`src/cpt_pkg.sv`:
```
// Constants and types for the card power, timeout and status register bank
package cpt_pkg;
  // ==========================================================================
  // Bus and offsets
  localparam int ADDR_W = 4;
  localparam logic [3:0] PWR_OFS = 4'h7;
  localparam logic [3:0] CFG_OFS = 4'h8;
  localparam logic [3:0] TOR_LOW_OFS = 4'h9;
  localparam logic [3:0] TOR_MID_OFS = 4'ha;
  localparam logic [3:0] TOR_HIGH_OFS = 4'hb;
  localparam logic [3:0] STAT_OFS = 4'hc;
  localparam logic [3:0] HOLDING_OFS = 4'hd;
  // ==========================================================================
  // Power control fields
  localparam int PWR_CT8 = 5;
  localparam int PWR_CT4 = 4;
  localparam int PWR_LV = 3;
  localparam int PWR_RST = 2;
  localparam int PWR_LEVEL = 1;
  localparam int PWR_START = 0;
  localparam logic [3:0] PWR_LOW_RESET = 4'h0;
  localparam logic [1:0] CARD_AUX = 2'h2;
  localparam logic [1:0] VCC_5V = 2'h0;
  localparam logic [1:0] VCC_3V = 2'h1;
  localparam logic [1:0] VCC_1V8 = 2'h2;
  // ==========================================================================
  // Timeout configuration fields
  localparam logic [7:0] CFG_RESET = 8'h00;
  localparam int CFG_EN_LOW = 0;
  localparam int CFG_EN_HIGH = 1;
  localparam int CFG_JOIN = 2;
  // ==========================================================================
  // Timing
  localparam logic [1:0] READY_HOLD_CYCLES = 2'h3;
  localparam logic [4:0] GUARD_TERM_T0 = 5'h10;
  localparam logic [4:0] GUARD_TERM_T1 = 5'h16;
  typedef enum logic [1:0] {
    TW_IDLE = 2'b00,
    TW_FIRST = 2'b01,
    TW_SECOND = 2'b10
  } cpt_cfg_wait_t;
endpackage

```
`src/cpt_regs.sv`:
```
// Card power, timeout and combined status register bank
`timescale 1ns/1ns
`default_nettype none
module cpt_regs
(
  // Clock and reset
  input wire logic clk,
  input wire logic rst_n,
  // Host parallel bus
  input wire logic [cpt_pkg::ADDR_W-1:0] bus_addr,
  input wire logic bus_cs_n,
  input wire logic bus_rd_n,
  input wire logic bus_wr_n,
  input wire logic [7:0] bus_data_in,
  output logic [7:0] bus_data_out,
  output logic bus_data_oe,
  // UART context
  input wire logic [1:0] card_select,
  input wire logic uart_soft_reset_n,
  input wire logic sync_mode,
  input wire logic protocol_t1,
  input wire logic dir_transmit,
  input wire logic last_character_flag,
  input wire logic char_transmitted,
  input wire logic rx_fifo_full,
  input wire logic fifo_empty_flag,
  input wire logic clock_source_switched,
  input wire logic etu_tick,
  input wire logic prescaler_tick,
  input wire logic start_bit_seen,
  input wire logic card_clock_active,
  // Card sense
  input wire logic [1:0] contact_four_line,
  input wire logic [1:0] contact_eight_line,
  input wire logic card_a_present,
  input wire logic card_b_present,
  input wire logic aux_interrupt_input,
  input wire logic [1:0] card_activated,
  input wire logic [1:0] emergency_deact,
  // Card control
  output logic [1:0] contact_four_pullup,
  output logic [1:0] contact_eight_pullup,
  output logic [1:0][1:0] card_supply_sel,
  output logic [1:0] card_reset_pin,
  output logic [1:0] card_start,
  output logic [1:0] activate_req,
  output logic [1:0] deactivate_req,
  // Status
  output logic tx_empty_rx_full_flag,
  output logic control_ready,
  output logic block_guard_flag,
  output logic [2:0] timeout_event
);
  import cpt_pkg::*;

  // ==========================================================================
  // Helpers
  function automatic logic strobe_end(input logic was, input logic now);
    return was & ~now;
  endfunction

  function automatic logic [1:0] vcc_code(input logic [3:0] low);
    if (low[PWR_LV])
      return VCC_1V8;
    else if (low[PWR_LEVEL])
      return VCC_3V;
    else
      return VCC_5V;
  endfunction

  // ==========================================================================
  // Bus strobes
  logic rd_act;
  logic wr_act;
  logic rd_q;
  logic wr_q;
  logic [3:0] addr_q;
  logic [7:0] data_q;
  logic rd_done;
  logic wr_done;
  logic wr_pwr;
  logic wr_cfg;
  logic cfg_load;
  logic hold_evt;

  assign rd_act = ~bus_cs_n & ~bus_rd_n;
  assign wr_act = ~bus_cs_n & ~bus_wr_n;
  // Strobe end is the trailing edge, either RD/WR or CS rising
  assign rd_done = strobe_end(rd_q, rd_act);
  assign wr_done = strobe_end(wr_q, wr_act);
  assign wr_pwr = wr_done && addr_q == PWR_OFS;
  assign wr_cfg = wr_done && addr_q == CFG_OFS;
  assign cfg_load = wr_cfg & uart_soft_reset_n;
  assign hold_evt = (rd_done | wr_done) && addr_q == HOLDING_OFS;

  always_ff @(posedge clk or negedge rst_n)
  begin
    if (!rst_n)
    begin
      rd_q <= 1'b0;
      wr_q <= 1'b0;
      addr_q <= 4'h0;
      data_q <= 8'h00;
    end
    else
    begin
      rd_q <= rd_act;
      wr_q <= wr_act;
      if (rd_act | wr_act)
      begin
        addr_q <= bus_addr;
        data_q <= bus_data_in;
      end
    end
  end

  // ==========================================================================
  // Per-card power control copies
  logic [1:0][3:0] pwr_low_reg;
  logic [1:0] ct4_reg;
  logic [1:0] ct8_reg;
  logic card_sel;
  logic [1:0] card_hit;

  assign card_sel = card_select != CARD_AUX;
  // Auxiliary selection hits no copy
  assign card_hit = {wr_pwr & card_sel & card_select[0],
                     wr_pwr & card_sel & ~card_select[0]};

  always_ff @(posedge clk or negedge rst_n)
  begin
    if (!rst_n)
    begin
      pwr_low_reg <= {2{PWR_LOW_RESET}};
      ct4_reg <= 2'h3;
      ct8_reg <= 2'h3;
    end
    else
    begin
      for (int i = 0; i < 2; i++)
      begin
        if (!uart_soft_reset_n)
        begin
          ct4_reg[i] <= 1'b1;
          ct8_reg[i] <= 1'b1;
        end
        else if (card_hit[i])
        begin
          ct4_reg[i] <= data_q[PWR_CT4];
          ct8_reg[i] <= data_q[PWR_CT8];
        end
        if (card_hit[i])
          pwr_low_reg[i][3:1] <= data_q[3:1];
        // Emergency beats a same-cycle software start, for safety
        if (emergency_deact[i])
          pwr_low_reg[i][PWR_START] <= 1'b0;
        else if (card_hit[i])
          pwr_low_reg[i][PWR_START] <= data_q[PWR_START];
      end
    end
  end

  // ==========================================================================
  // Card-side outputs
  always_ff @(posedge clk or negedge rst_n)
  begin
    if (!rst_n)
    begin
      contact_four_pullup <= 2'h3;
      contact_eight_pullup <= 2'h3;
      card_supply_sel <= {2{VCC_5V}};
      card_reset_pin <= 2'h0;
      card_start <= 2'h0;
      activate_req <= 2'h0;
      deactivate_req <= 2'h0;
    end
    else
    begin
      contact_four_pullup <= ct4_reg;
      contact_eight_pullup <= ct8_reg;
      for (int i = 0; i < 2; i++)
      begin
        card_supply_sel[i] <= vcc_code(pwr_low_reg[i]);
        card_reset_pin[i] <= card_activated[i] & pwr_low_reg[i][PWR_RST];
        card_start[i] <= pwr_low_reg[i][PWR_START];
        activate_req[i] <= card_hit[i] & data_q[PWR_START];
        deactivate_req[i] <= card_hit[i] & ~data_q[PWR_START];
      end
    end
  end

  // ==========================================================================
  // Timeout configuration and reloads
  logic [7:0] cfg_reg;
  logic [7:0] tor_low_reg;
  logic [7:0] tor_mid_reg;
  logic [7:0] tor_high_reg;

  always_ff @(posedge clk or negedge rst_n)
  begin
    if (!rst_n)
      cfg_reg <= CFG_RESET;
    else if (!uart_soft_reset_n)
      cfg_reg <= CFG_RESET;
    else if (wr_cfg)
      cfg_reg <= data_q;
  end

  // Only power-on reset touches the reloads
  always_ff @(posedge clk or negedge rst_n)
  begin
    if (!rst_n)
    begin
      tor_low_reg <= 8'h00;
      tor_mid_reg <= 8'h00;
      tor_high_reg <= 8'h00;
    end
    else
    begin
      if (wr_done && addr_q == TOR_LOW_OFS)
        tor_low_reg <= data_q;
      if (wr_done && addr_q == TOR_MID_OFS)
        tor_mid_reg <= data_q;
      if (wr_done && addr_q == TOR_HIGH_OFS)
        tor_high_reg <= data_q;
    end
  end

  // ==========================================================================
  // Timeout counters
  logic [23:0] cnt_reg;
  logic run;

  assign run = etu_tick & card_clock_active;

  always_ff @(posedge clk or negedge rst_n)
  begin
    if (!rst_n)
    begin
      cnt_reg <= 24'h000000;
      timeout_event <= 3'h0;
    end
    else
    begin
      timeout_event <= 3'h0;
      if (cfg_load)
        cnt_reg <= {tor_high_reg, tor_mid_reg, tor_low_reg};
      else if (run && cfg_reg[CFG_JOIN])
      begin
        // One 24-bit count
        if (cfg_reg[CFG_EN_HIGH] && cnt_reg != 24'h000000)
        begin
          cnt_reg <= cnt_reg - 24'h000001;
          timeout_event[2] <= cnt_reg == 24'h000001;
        end
      end
      else if (run)
      begin
        if (cfg_reg[CFG_EN_LOW] && cnt_reg[7:0] != 8'h00)
        begin
          cnt_reg[7:0] <= cnt_reg[7:0] - 8'h01;
          timeout_event[0] <= cnt_reg[7:0] == 8'h01;
        end
        if (cfg_reg[CFG_EN_HIGH] && cnt_reg[23:8] != 16'h0000)
        begin
          cnt_reg[23:8] <= cnt_reg[23:8] - 16'h0001;
          timeout_event[1] <= cnt_reg[23:8] == 16'h0001;
        end
      end
    end
  end

  // ==========================================================================
  // Block guard time
  logic [4:0] guard_cnt;
  logic [4:0] guard_term;

  assign guard_term = protocol_t1 ? GUARD_TERM_T1 : GUARD_TERM_T0;

  always_ff @(posedge clk or negedge rst_n)
  begin
    if (!rst_n)
    begin
      guard_cnt <= 5'h00;
      block_guard_flag <= 1'b0;
    end
    else if (start_bit_seen)
    begin
      guard_cnt <= 5'h00;
      block_guard_flag <= 1'b0;
    end
    else if (guard_cnt >= guard_term)
      block_guard_flag <= 1'b1;
    else if (etu_tick)
      guard_cnt <= guard_cnt + 5'h01;
  end

  // ==========================================================================
  // Transmit empty / receive full flag
  logic dir_q;
  logic full_q;
  logic flag_set;
  logic flag_clr;

  // Last character with its flag set leaves the bit alone
  assign flag_set = (dir_transmit & ~dir_q) | (char_transmitted & ~last_character_flag)
                 | (rx_fifo_full & ~full_q);
  assign flag_clr = (wr_done && addr_q == HOLDING_OFS && dir_transmit)
                 | (rd_done && addr_q == HOLDING_OFS && !dir_transmit)
                 | (~dir_transmit & dir_q);

  always_ff @(posedge clk or negedge rst_n)
  begin
    if (!rst_n)
    begin
      dir_q <= 1'b0;
      full_q <= 1'b0;
      tx_empty_rx_full_flag <= 1'b0;
    end
    else
    begin
      dir_q <= dir_transmit;
      full_q <= rx_fifo_full;
      if (!uart_soft_reset_n)
        tx_empty_rx_full_flag <= 1'b0;
      else if (flag_set)
        tx_empty_rx_full_flag <= 1'b1;
      else if (flag_clr)
        tx_empty_rx_full_flag <= 1'b0;
    end
  end

  // ==========================================================================
  // Control ready
  logic [1:0] hold_cnt;
  logic [1:0] hold_next;
  cpt_cfg_wait_t tw_state;
  cpt_cfg_wait_t tw_next;

  always_comb
  begin
    hold_next = hold_cnt;
    if (hold_evt)
      hold_next = READY_HOLD_CYCLES;
    else if (hold_cnt != 2'h0)
      hold_next = hold_cnt - 2'h1;
  end

  // Leaving on the second fraction tick bounds the wait to one..two fractions
  always_comb
  begin
    tw_next = tw_state;
    if (cfg_load)
      tw_next = TW_FIRST;
    else
    begin
      case (tw_state)
        TW_IDLE: tw_next = TW_IDLE;
        TW_FIRST: tw_next = prescaler_tick ? TW_SECOND : TW_FIRST;
        TW_SECOND: tw_next = prescaler_tick ? TW_IDLE : TW_SECOND;
        default: tw_next = TW_IDLE;
      endcase
    end
  end

  always_ff @(posedge clk or negedge rst_n)
  begin
    if (!rst_n)
    begin
      hold_cnt <= 2'h0;
      tw_state <= TW_IDLE;
      control_ready <= 1'b1;
    end
    else
    begin
      hold_cnt <= hold_next;
      tw_state <= tw_next;
      control_ready <= sync_mode | ~uart_soft_reset_n
                     | (hold_next == 2'h0 && tw_next == TW_IDLE);
    end
  end

  // ==========================================================================
  // Read path
  logic [7:0] pwr_read;
  logic [7:0] stat_read;
  logic mapped;

  assign pwr_read = card_sel ? {2'b00, contact_eight_line[card_select[0]],
                    contact_four_line[card_select[0]],
                    pwr_low_reg[card_select[0]]} : 8'h00;
  assign stat_read = {clock_source_switched,
                     fifo_empty_flag | ~uart_soft_reset_n,
                     block_guard_flag, control_ready,
                     card_b_present, card_a_present,
                     aux_interrupt_input,
                     tx_empty_rx_full_flag};
  assign mapped = bus_addr >= PWR_OFS && bus_addr <= STAT_OFS;

  always_ff @(posedge clk or negedge rst_n)
  begin
    if (!rst_n)
    begin
      bus_data_out <= 8'h00;
      bus_data_oe <= 1'b0;
    end
    else
    begin
      bus_data_oe <= rd_act & mapped;
      case (bus_addr)
        PWR_OFS: bus_data_out <= pwr_read;
        CFG_OFS: bus_data_out <= cfg_reg;
        STAT_OFS: bus_data_out <= stat_read;
        default: bus_data_out <= 8'h00; // Write-only and unmapped read zero
      endcase
    end
  end

  // ==========================================================================
  // Checks
  soft_contact_a: assert property (@(posedge clk) disable iff (!rst_n)
    !uart_soft_reset_n |=> ct4_reg == 2'h3 && ct8_reg == 2'h3)
    else $error("contact bits not set by soft reset");

  supply_pick_a: assert property (@(posedge clk) disable iff (!rst_n)
    pwr_low_reg[0][PWR_LV] && $stable(pwr_low_reg[0]) |=> card_supply_sel[0] == VCC_1V8)
    else $error("low voltage not selected");

  reset_pin_a: assert property (@(posedge clk) disable iff (!rst_n)
    ##1 card_reset_pin[1] == $past(card_activated[1] & pwr_low_reg[1][PWR_RST]))
    else $error("card reset pin mismatch");

  emerg_start_a: assert property (@(posedge clk) disable iff (!rst_n)
    emergency_deact[0] |=> !pwr_low_reg[0][PWR_START] ##1 !card_start[0])
    else $error("start not cleared by emergency");

  cfg_hold_a: assert property (@(posedge clk) disable iff (!rst_n)
    !uart_soft_reset_n |=> cfg_reg == CFG_RESET)
    else $error("configuration not held at zero");

  count_idle_a: assert property (@(posedge clk) disable iff (!rst_n)
    !card_clock_active && !cfg_load |=> $stable(cnt_reg) && timeout_event == 3'h0)
    else $error("timeout counted without card clock");

  guard_restart_a: assert property (@(posedge clk) disable iff (!rst_n)
    start_bit_seen |=> !block_guard_flag && guard_cnt == 5'h00)
    else $error("guard counter not restarted");

  ready_hold_a: assert property (@(posedge clk) disable iff (!rst_n)
    hold_evt && !sync_mode && uart_soft_reset_n && $stable(sync_mode)
    && $stable(uart_soft_reset_n) |=> !control_ready)
    else $error("ready not dropped after holding access");

  ready_back_a: assert property (@(posedge clk) disable iff (!rst_n)
    hold_evt |-> ##[1:3] hold_cnt != 2'h0 ##[1:3] hold_cnt == 2'h0 || hold_evt)
    else $error("ready hold length wrong");

  flag_rise_a: assert property (@(posedge clk) disable iff (!rst_n)
    dir_transmit && !dir_q && uart_soft_reset_n |=> tx_empty_rx_full_flag)
    else $error("flag not set on direction change");

endmodule
`default_nettype wire

```
`config.mk`:
```
export PLATFORM = sky130hd
export DESIGN_NAME = cpt_regs
export DESIGN_NICKNAME = d
export VERILOG_FILES = /design/src/cpt_pkg.sv /design/src/cpt_regs.sv
export SDC_FILE = /design/constraint.sdc
export NUM_CORES = 1
export LEC_CHECK = 0
export ABC_AREA = 1
export BUFFER_PORTS_ARGS = -buffer_cell sky130_fd_sc_hd__buf_2
export CORE_ASPECT_RATIO = 0.6
export CORE_MARGIN = 4
export CORE_UTILIZATION = 47
export CTS_CLUSTER_SIZE = 8
export DETAILED_ROUTE_END_ITERATION = 16
export PLACE_DENSITY = 0.65
export REMOVE_ABC_BUFFERS = 1
export SKIP_CTS_REPAIR_TIMING = 1
export SKIP_LAST_GASP = 1
export SYNTH_ARGS = -nofsm -noshare
export SYNTH_HDL_FRONTEND = slang
export SYNTH_SLANG_ARGS = --single-unit
```
`constraint.sdc`:
```
create_clock -name clk -period 4.7 [get_ports clk]
set_input_delay 0.235 -clock clk [delete_from_list [all_inputs] [get_ports clk]]
set_output_delay 0.235 -clock clk [all_outputs]
set_load 0.05 [all_outputs]
```
# Yosys cells after proc, flatten, opt, wreduce, memory -nomap -nowiden
# Index checks and enable logic that the tools add are counted.
# Widths: inputs -> output; s select.
[totals]
reg_bits = 124
word_cells = 195
[classes]
n_bitwise = 41
order_cmp = 4
muxes = 54
n_addsub = 5
eq_ne = 21
reduce_logical = 33
[ops]
columns = ["cell", "n"]
rows = [
  ["$mux 24", 4],
  ["$eq 4x4->1 const B", 7],
  ["$mux 1", 27],
  ["$eq 24x1->1 const B", 1],
  ["$mux 8", 3],
  ["$pmux 8 s3", 1],
  ["$reduce_bool 24->1", 1],
  ["$sub 24x1->24 const B", 1],
  ["$and 1x1->1", 20],
  ["$mux 2", 9],
  ["$eq 16x1->1 const B", 1],
  ["$logic_and 1x1->1", 16],
  ["$mux 16", 1],
  ["$reduce_bool 16->1", 1],
  ["$sub 16x1->16 const B", 1],
  ["$mux 5", 3],
  ["$not 1->1", 12],
  ["$reduce_bool 2->1", 5],
  ["$or 1x1->1", 9],
  ["$reduce_bool 3->1", 3],
  ["$eq 4x3->1 const B", 2],
  ["$eq 8x1->1 const B", 1],
  ["$mux 4", 2],
  ["$reduce_bool 8->1", 1],
  ["20 further kinds", 26],
]

# Depth between registers and ports, before layout
[logic_depth]
depth_word = 11
depth_mapped = 12
depth_no_buf = 11

# Worst setup path before layout
# OpenSTA, ideal clock, no wires.
[synth_path]
kind = "register to register"
start = "register cnt_reg[0]"
end = "register cnt_reg[22]"
arrival_ns = 1.528
stages_incl_launch_ff = 13
n_path_buf = 1
slack_ns = 3.056
period_less_slack_ns = 1.644
cell_sequence = "dfrtp_1 inv_1 ha_1 nand2_2 nor2_4 nand3_2 nand2_2 nand2_4 nand3_4 buf_12 nor2_2 nand2_1 nand2_1"
[synth_via]
elab_chain_len = 4
[synth_lines]
columns = ["item", "line_no", "rtl"]
rows = [
  ["start, declared", "cpt_regs.sv:231", "logic [23:0] cnt_reg;"],
  ["start signal, assigned", "cpt_regs.sv:247", "cnt_reg <= {tor_high_reg, tor_mid_reg, tor_low_reg};"],
  ["start signal, assigned", "cpt_regs.sv:253", "cnt_reg <= cnt_reg - 24'h000001;"],
  ["start signal, assigned", "cpt_regs.sv:261", "cnt_reg[7:0] <= cnt_reg[7:0] - 8'h01;"],
  ["$sub 24x1->24 / $reduce_bool 24->1 (equally long branches)", "cpt_regs.sv:253, cpt_regs.sv:251", ""],
  ["$mux 24 / $logic_and 1x1->1 (equally long branches)", "cpt_regs.sv:251", "if (cfg_reg[CFG_EN_HIGH] && cnt_reg != 24'h000000)"],
  ["$mux 24 / $ne 3x2->1 (equally long branches)", "-", ""],
  ["$mux 24 / $reduce_and 3->1 (equally long branches)", "-", ""],
]
# Parallel ways exist; a longest one is shown, timed or not. The select of a mux whose other input is x is not followed.
# A chain may end at the register's enable or synchronous reset.

# Final worst setup path
[layout_path]
start = "register addr_q[2]"
end = "register cnt_reg[8]"
[layout_via]
elab_chain_len = 5
[layout_lines]
columns = ["item", "line_no", "rtl"]
rows = [
  ["start, declared", "cpt_regs.sv:77", "logic [3:0] addr_q;"],
  ["start signal, assigned", "cpt_regs.sv:111", "addr_q <= bus_addr;"],
  ["$eq 4x4->1 *", "cpt_regs.sv:92", "assign wr_cfg = wr_done && addr_q == CFG_OFS;"],
  ["$logic_and 1x1->1 *", "cpt_regs.sv:92", ""],
  ["$and 1x1->1 *", "cpt_regs.sv:93", "assign cfg_load = wr_cfg & uart_soft_reset_n;"],
  ["$ne 3x2->1 (no source line) / $reduce_bool 3->1 (equally long branches)", "-", ""],
  ["$reduce_and 3->1 (no source line)", "-", ""],
  ["end signal, assigned", "cpt_regs.sv:247", ""],
  ["end signal, assigned", "cpt_regs.sv:253", ""],
  ["end signal, assigned", "cpt_regs.sv:266", "cnt_reg[23:8] <= cnt_reg[23:8] - 16'h0001;"],
]
# Every way passes the cells marked *; elsewhere a longest branch is shown, timed or not.

==> impl_results.md <==
- Clk_skew: 0.00846 ns
- Post-synth EDFFs: 0
- Antenna violations before repair: 0
- Top cells by area in the synthesized netlist: dfrtp_1 (49%), nand2_1 (13%), o21ai_0 (5.1%)
- RSZ-0062 raised after global routing: no
- Post-Syn Instances: 716
- Wire length per cell: about 16 um
- Commonest cells after routing, fill and taps aside: nand2_1 (212), dfrtp_1 (115), buf_2 (72), inv_1 (70), nor2_1 (66)
- Post-DP Area: approximately 6400 um^2
- Max VDD drop: approximately 0.27 mV
- Critical path peak fanout: 45
- Crit Path Class: flop to flop
- WHS: -0.0155 ns
- Int Power: around 2.2 mW
- Psw: 1.00 mW
- Logic gate share of total power: approximately a fifth
- Clk_lat worst skew: ~0.41 ns
- Via count: 5,207
- Clock sinks: about 120
- Final Slew Violations: 0
- Failing checks: hold timing
- Power, Total: about 3.2 mW
- XOR/XNOR Fraction of Synth Area: under 10%
- Vias in the first global route: approximately 4,900
- Gpl congestion: a little under 0.9
- Yosys top cell area share: 48.5%
- Mux share of post-synthesis cell area: less than 1%
- Syn-to-layout area delta: 19.5%
- Clock-pin slew on the worst setup and hold paths: around 0.060 ns
- Synth Area in Compound Gates: under 10%
- Fin. Hold Viols: 7
- Post-Synth Simple-Gate Area: 28.4%
- Register-to-register setup slack: between 2 and 2.5 ns
- Top delay family on crit path: simple AND/OR/NAND/NOR gates
- Post-Place Cells: approximately 940
- Initial drt markers: 547
- Synthesis-stage register bit count: 124
- Die W: 153 um
- TNS Setup: 0 ns
- Adder-cell area share of the yosys netlist: 1.48%
- Final cell count without fillers: between 900 and 1,000
- Root Driver: clkbuf_16
- Status: complete, but fails checks
- Share of total power in the clock network: 41.1%
- H-tree Lvls: 4
- First-pass GRT wire length: 25.6 mm
- Largest family of logic cells by synthesized area: simple AND/OR/NAND/NOR gates
- Hold Crit Class: input pin to async pin
- Total GRT Usage: between 20 and 25%
- Worst path slowest cell: nand3_4
- I/O Pins: 74
- Mapped cell area: between 5000 and 6000 um^2
- Die area: about 15,000 um^2
- Cell area after layout: around 7000 um^2
- ANT cells: 0
- Remaining antenna violation count: 0
- Post-Route WL: 15.6 mm
- P_leak: 3.59 nW
- Switch share: a little under a third
- Max FFs per register: 24
- Most common cell after layout, fill and taps aside: nand2_1
- Core area: about 12,000 um^2
- Filler cells: approximately 1,100
- Dpl hpwl: about 11 mm
- Tcrit/Tclk final: between 50% and 60%
- Die height: around 95 um
- Initial Utilization: 48.7%
- Most used DFF post-synth: dfrtp_1
- Max-slew headroom: between 30% and 40%
- Pin count of the biggest net entering global routing: between 70 and 80
- Drc violations: 0
- Post-synthesis cell type count: 36
- Total CTS buffers: 17
- Syn_area_per_cell: around 8.3 um^2
- Crit start category: flop
- Layout cells sized above 1: about a fifth
- P per Cell Area: ~460 nW/um^2
- Row count: 31
- Vias/cell: roughly 5.3
- Crit-path cells: inv_2 -> nand2_2 -> nor2_4 -> nand3_4 -> nand2_2 -> inv_2 -> nand2_2 -> nand3_4 -> inv_2 -> nand2_1 -> o21ai_1
- Yosys warnings: 0
- Max-cap violations: 0
- Sequential element share of the synthesized area: between 50% and 60%
- GRT overflow: 0
- Crit path DAT: ~2.7 ns
- Min Clock Period, post-route: ~2.4 ns
- CTS tree: done
- Endpoints failing setup: 0
- Final nets: 850
- Worst path buffer plus inverter count: 3
- Clk buf depth: 2
- Crit path largest cell delay: 0.45 ns
- Register share of total power: 40.1%
- Slew @ Worst Pin: 0.972 ns
- Detailed Routing Iterations Pass 1: 7
- Yosys top cell by area: dfrtp_1
- FMAX: about 420 MHz
- # port buffers: between 70 and 80
- Share of flip-flops with an asynchronous set or reset: between 90% and 100%
- Crit end category: flop
- Worst EP required: about 5 ns
worst reg2reg max path, stage by stage, from the launching register on:
cell     delay (ns)
dfrtp_1        0.39
inv_2          0.09
nand2_2        0.09
nor2_4         0.14
nand3_4        0.45
nand2_2        0.28
inv_2          0.06
nand2_2        0.08
nand3_4        0.27
inv_2          0.29
nand2_1        0.08
o21ai_1        0.07
path summary, 6_finish.rpt:
check / from / endpoint / cells after the start
max reg2reg: addr_q[2]$_DFFE_PN0P_ / cnt_reg[8]$_DFFE_PN0P_ / 11
min reg2reg: ct4_reg[1]$_DFFE_PN1P_ / contact_four_pullup[1]$_DFF_PN1_ / 0
max: addr_q[2]$_DFFE_PN0P_ / cnt_reg[8]$_DFFE_PN0P_ / 11
min in group clk: card_activated[0] / card_reset_pin[0]$_DFF_PN0_ / 3
min: rst_n / data_q[4]$_DFFE_PN0P_ / 1
max in group asynchronous: rst_n / tor_low_reg[1]$_DFFE_PN0P_ / 2
synth_stat cells, types with 8 or more instances:
cell type / n
o22ai_1: 9
a21oi_1: 10
inv_1: 70
nor2_2: 13
nand4_1: 14
o21ai_0: 60
nand2_1: 212
nor3_1: 8
dfstp_2: 9
inv_2: 8
o211ai_1: 12
nand3_1: 41
dfrtp_1: 115
nor2_1: 66
power by group through the flow:
stage	combinational, mW	clock (mW)	sequential, mW
4_1_cts	0.606	1.35	1.30
5_1_grt	0.697	1.40	1.32
3_3_place_gp	0.587	0	1.31
3_5_place_dp	0.598	0	1.31
2_1_floorplan	0.384	0	1.33
6_report	0.612	1.33	1.30
metrics by stage:
stage / utilization [%] / setup WS (ns) / hold WS (ns)
2_1_floorplan: - / 2.82 / -0.0606
3_3_place_gp: 52.9 / 2.48 / 0.355
3_5_place_dp: 52.9 / 2.39 / 0.356
4_1_cts: 57.9 / 2.37 / -0.0667
5_1_grt: 58.2 / 2.14 / 0.0149
6_report: 58.2 / 2.32 / -0.0155
kinds of logic after synthesis:
logic type | Yosys count
and+or+nand+nor | 379
DFF | 124
AOI/OAI and AO/OA | 103
buffers and inverters | 92
xor gates and xnor gates | 10
adders and majority gates | 7
muxes | 1
layout make-up:
cell class	count	area, um^2	share of cell area (%)
repair buffers	79	423	5.97
flip-flops and latches	124	3110	43.9
well taps	165	206	2.91
inverters	78	293	4.13
multi-input cells	500	2440	34.5
clock inverters	13	166	2.35
clock buffers	19	443	6.25
per-layer routing:
layer  share of wire [%]  vias up  global-route usage (%)
li1                    -     2482                       -
met1                  50     2511                    34.5
met2                  42      197                    32.8
met3                 7.0       17                    4.90
met4                 1.1        0                    5.63
met5                   0        -                       0
Note: power is estimated with default switching activity, not from simulation.
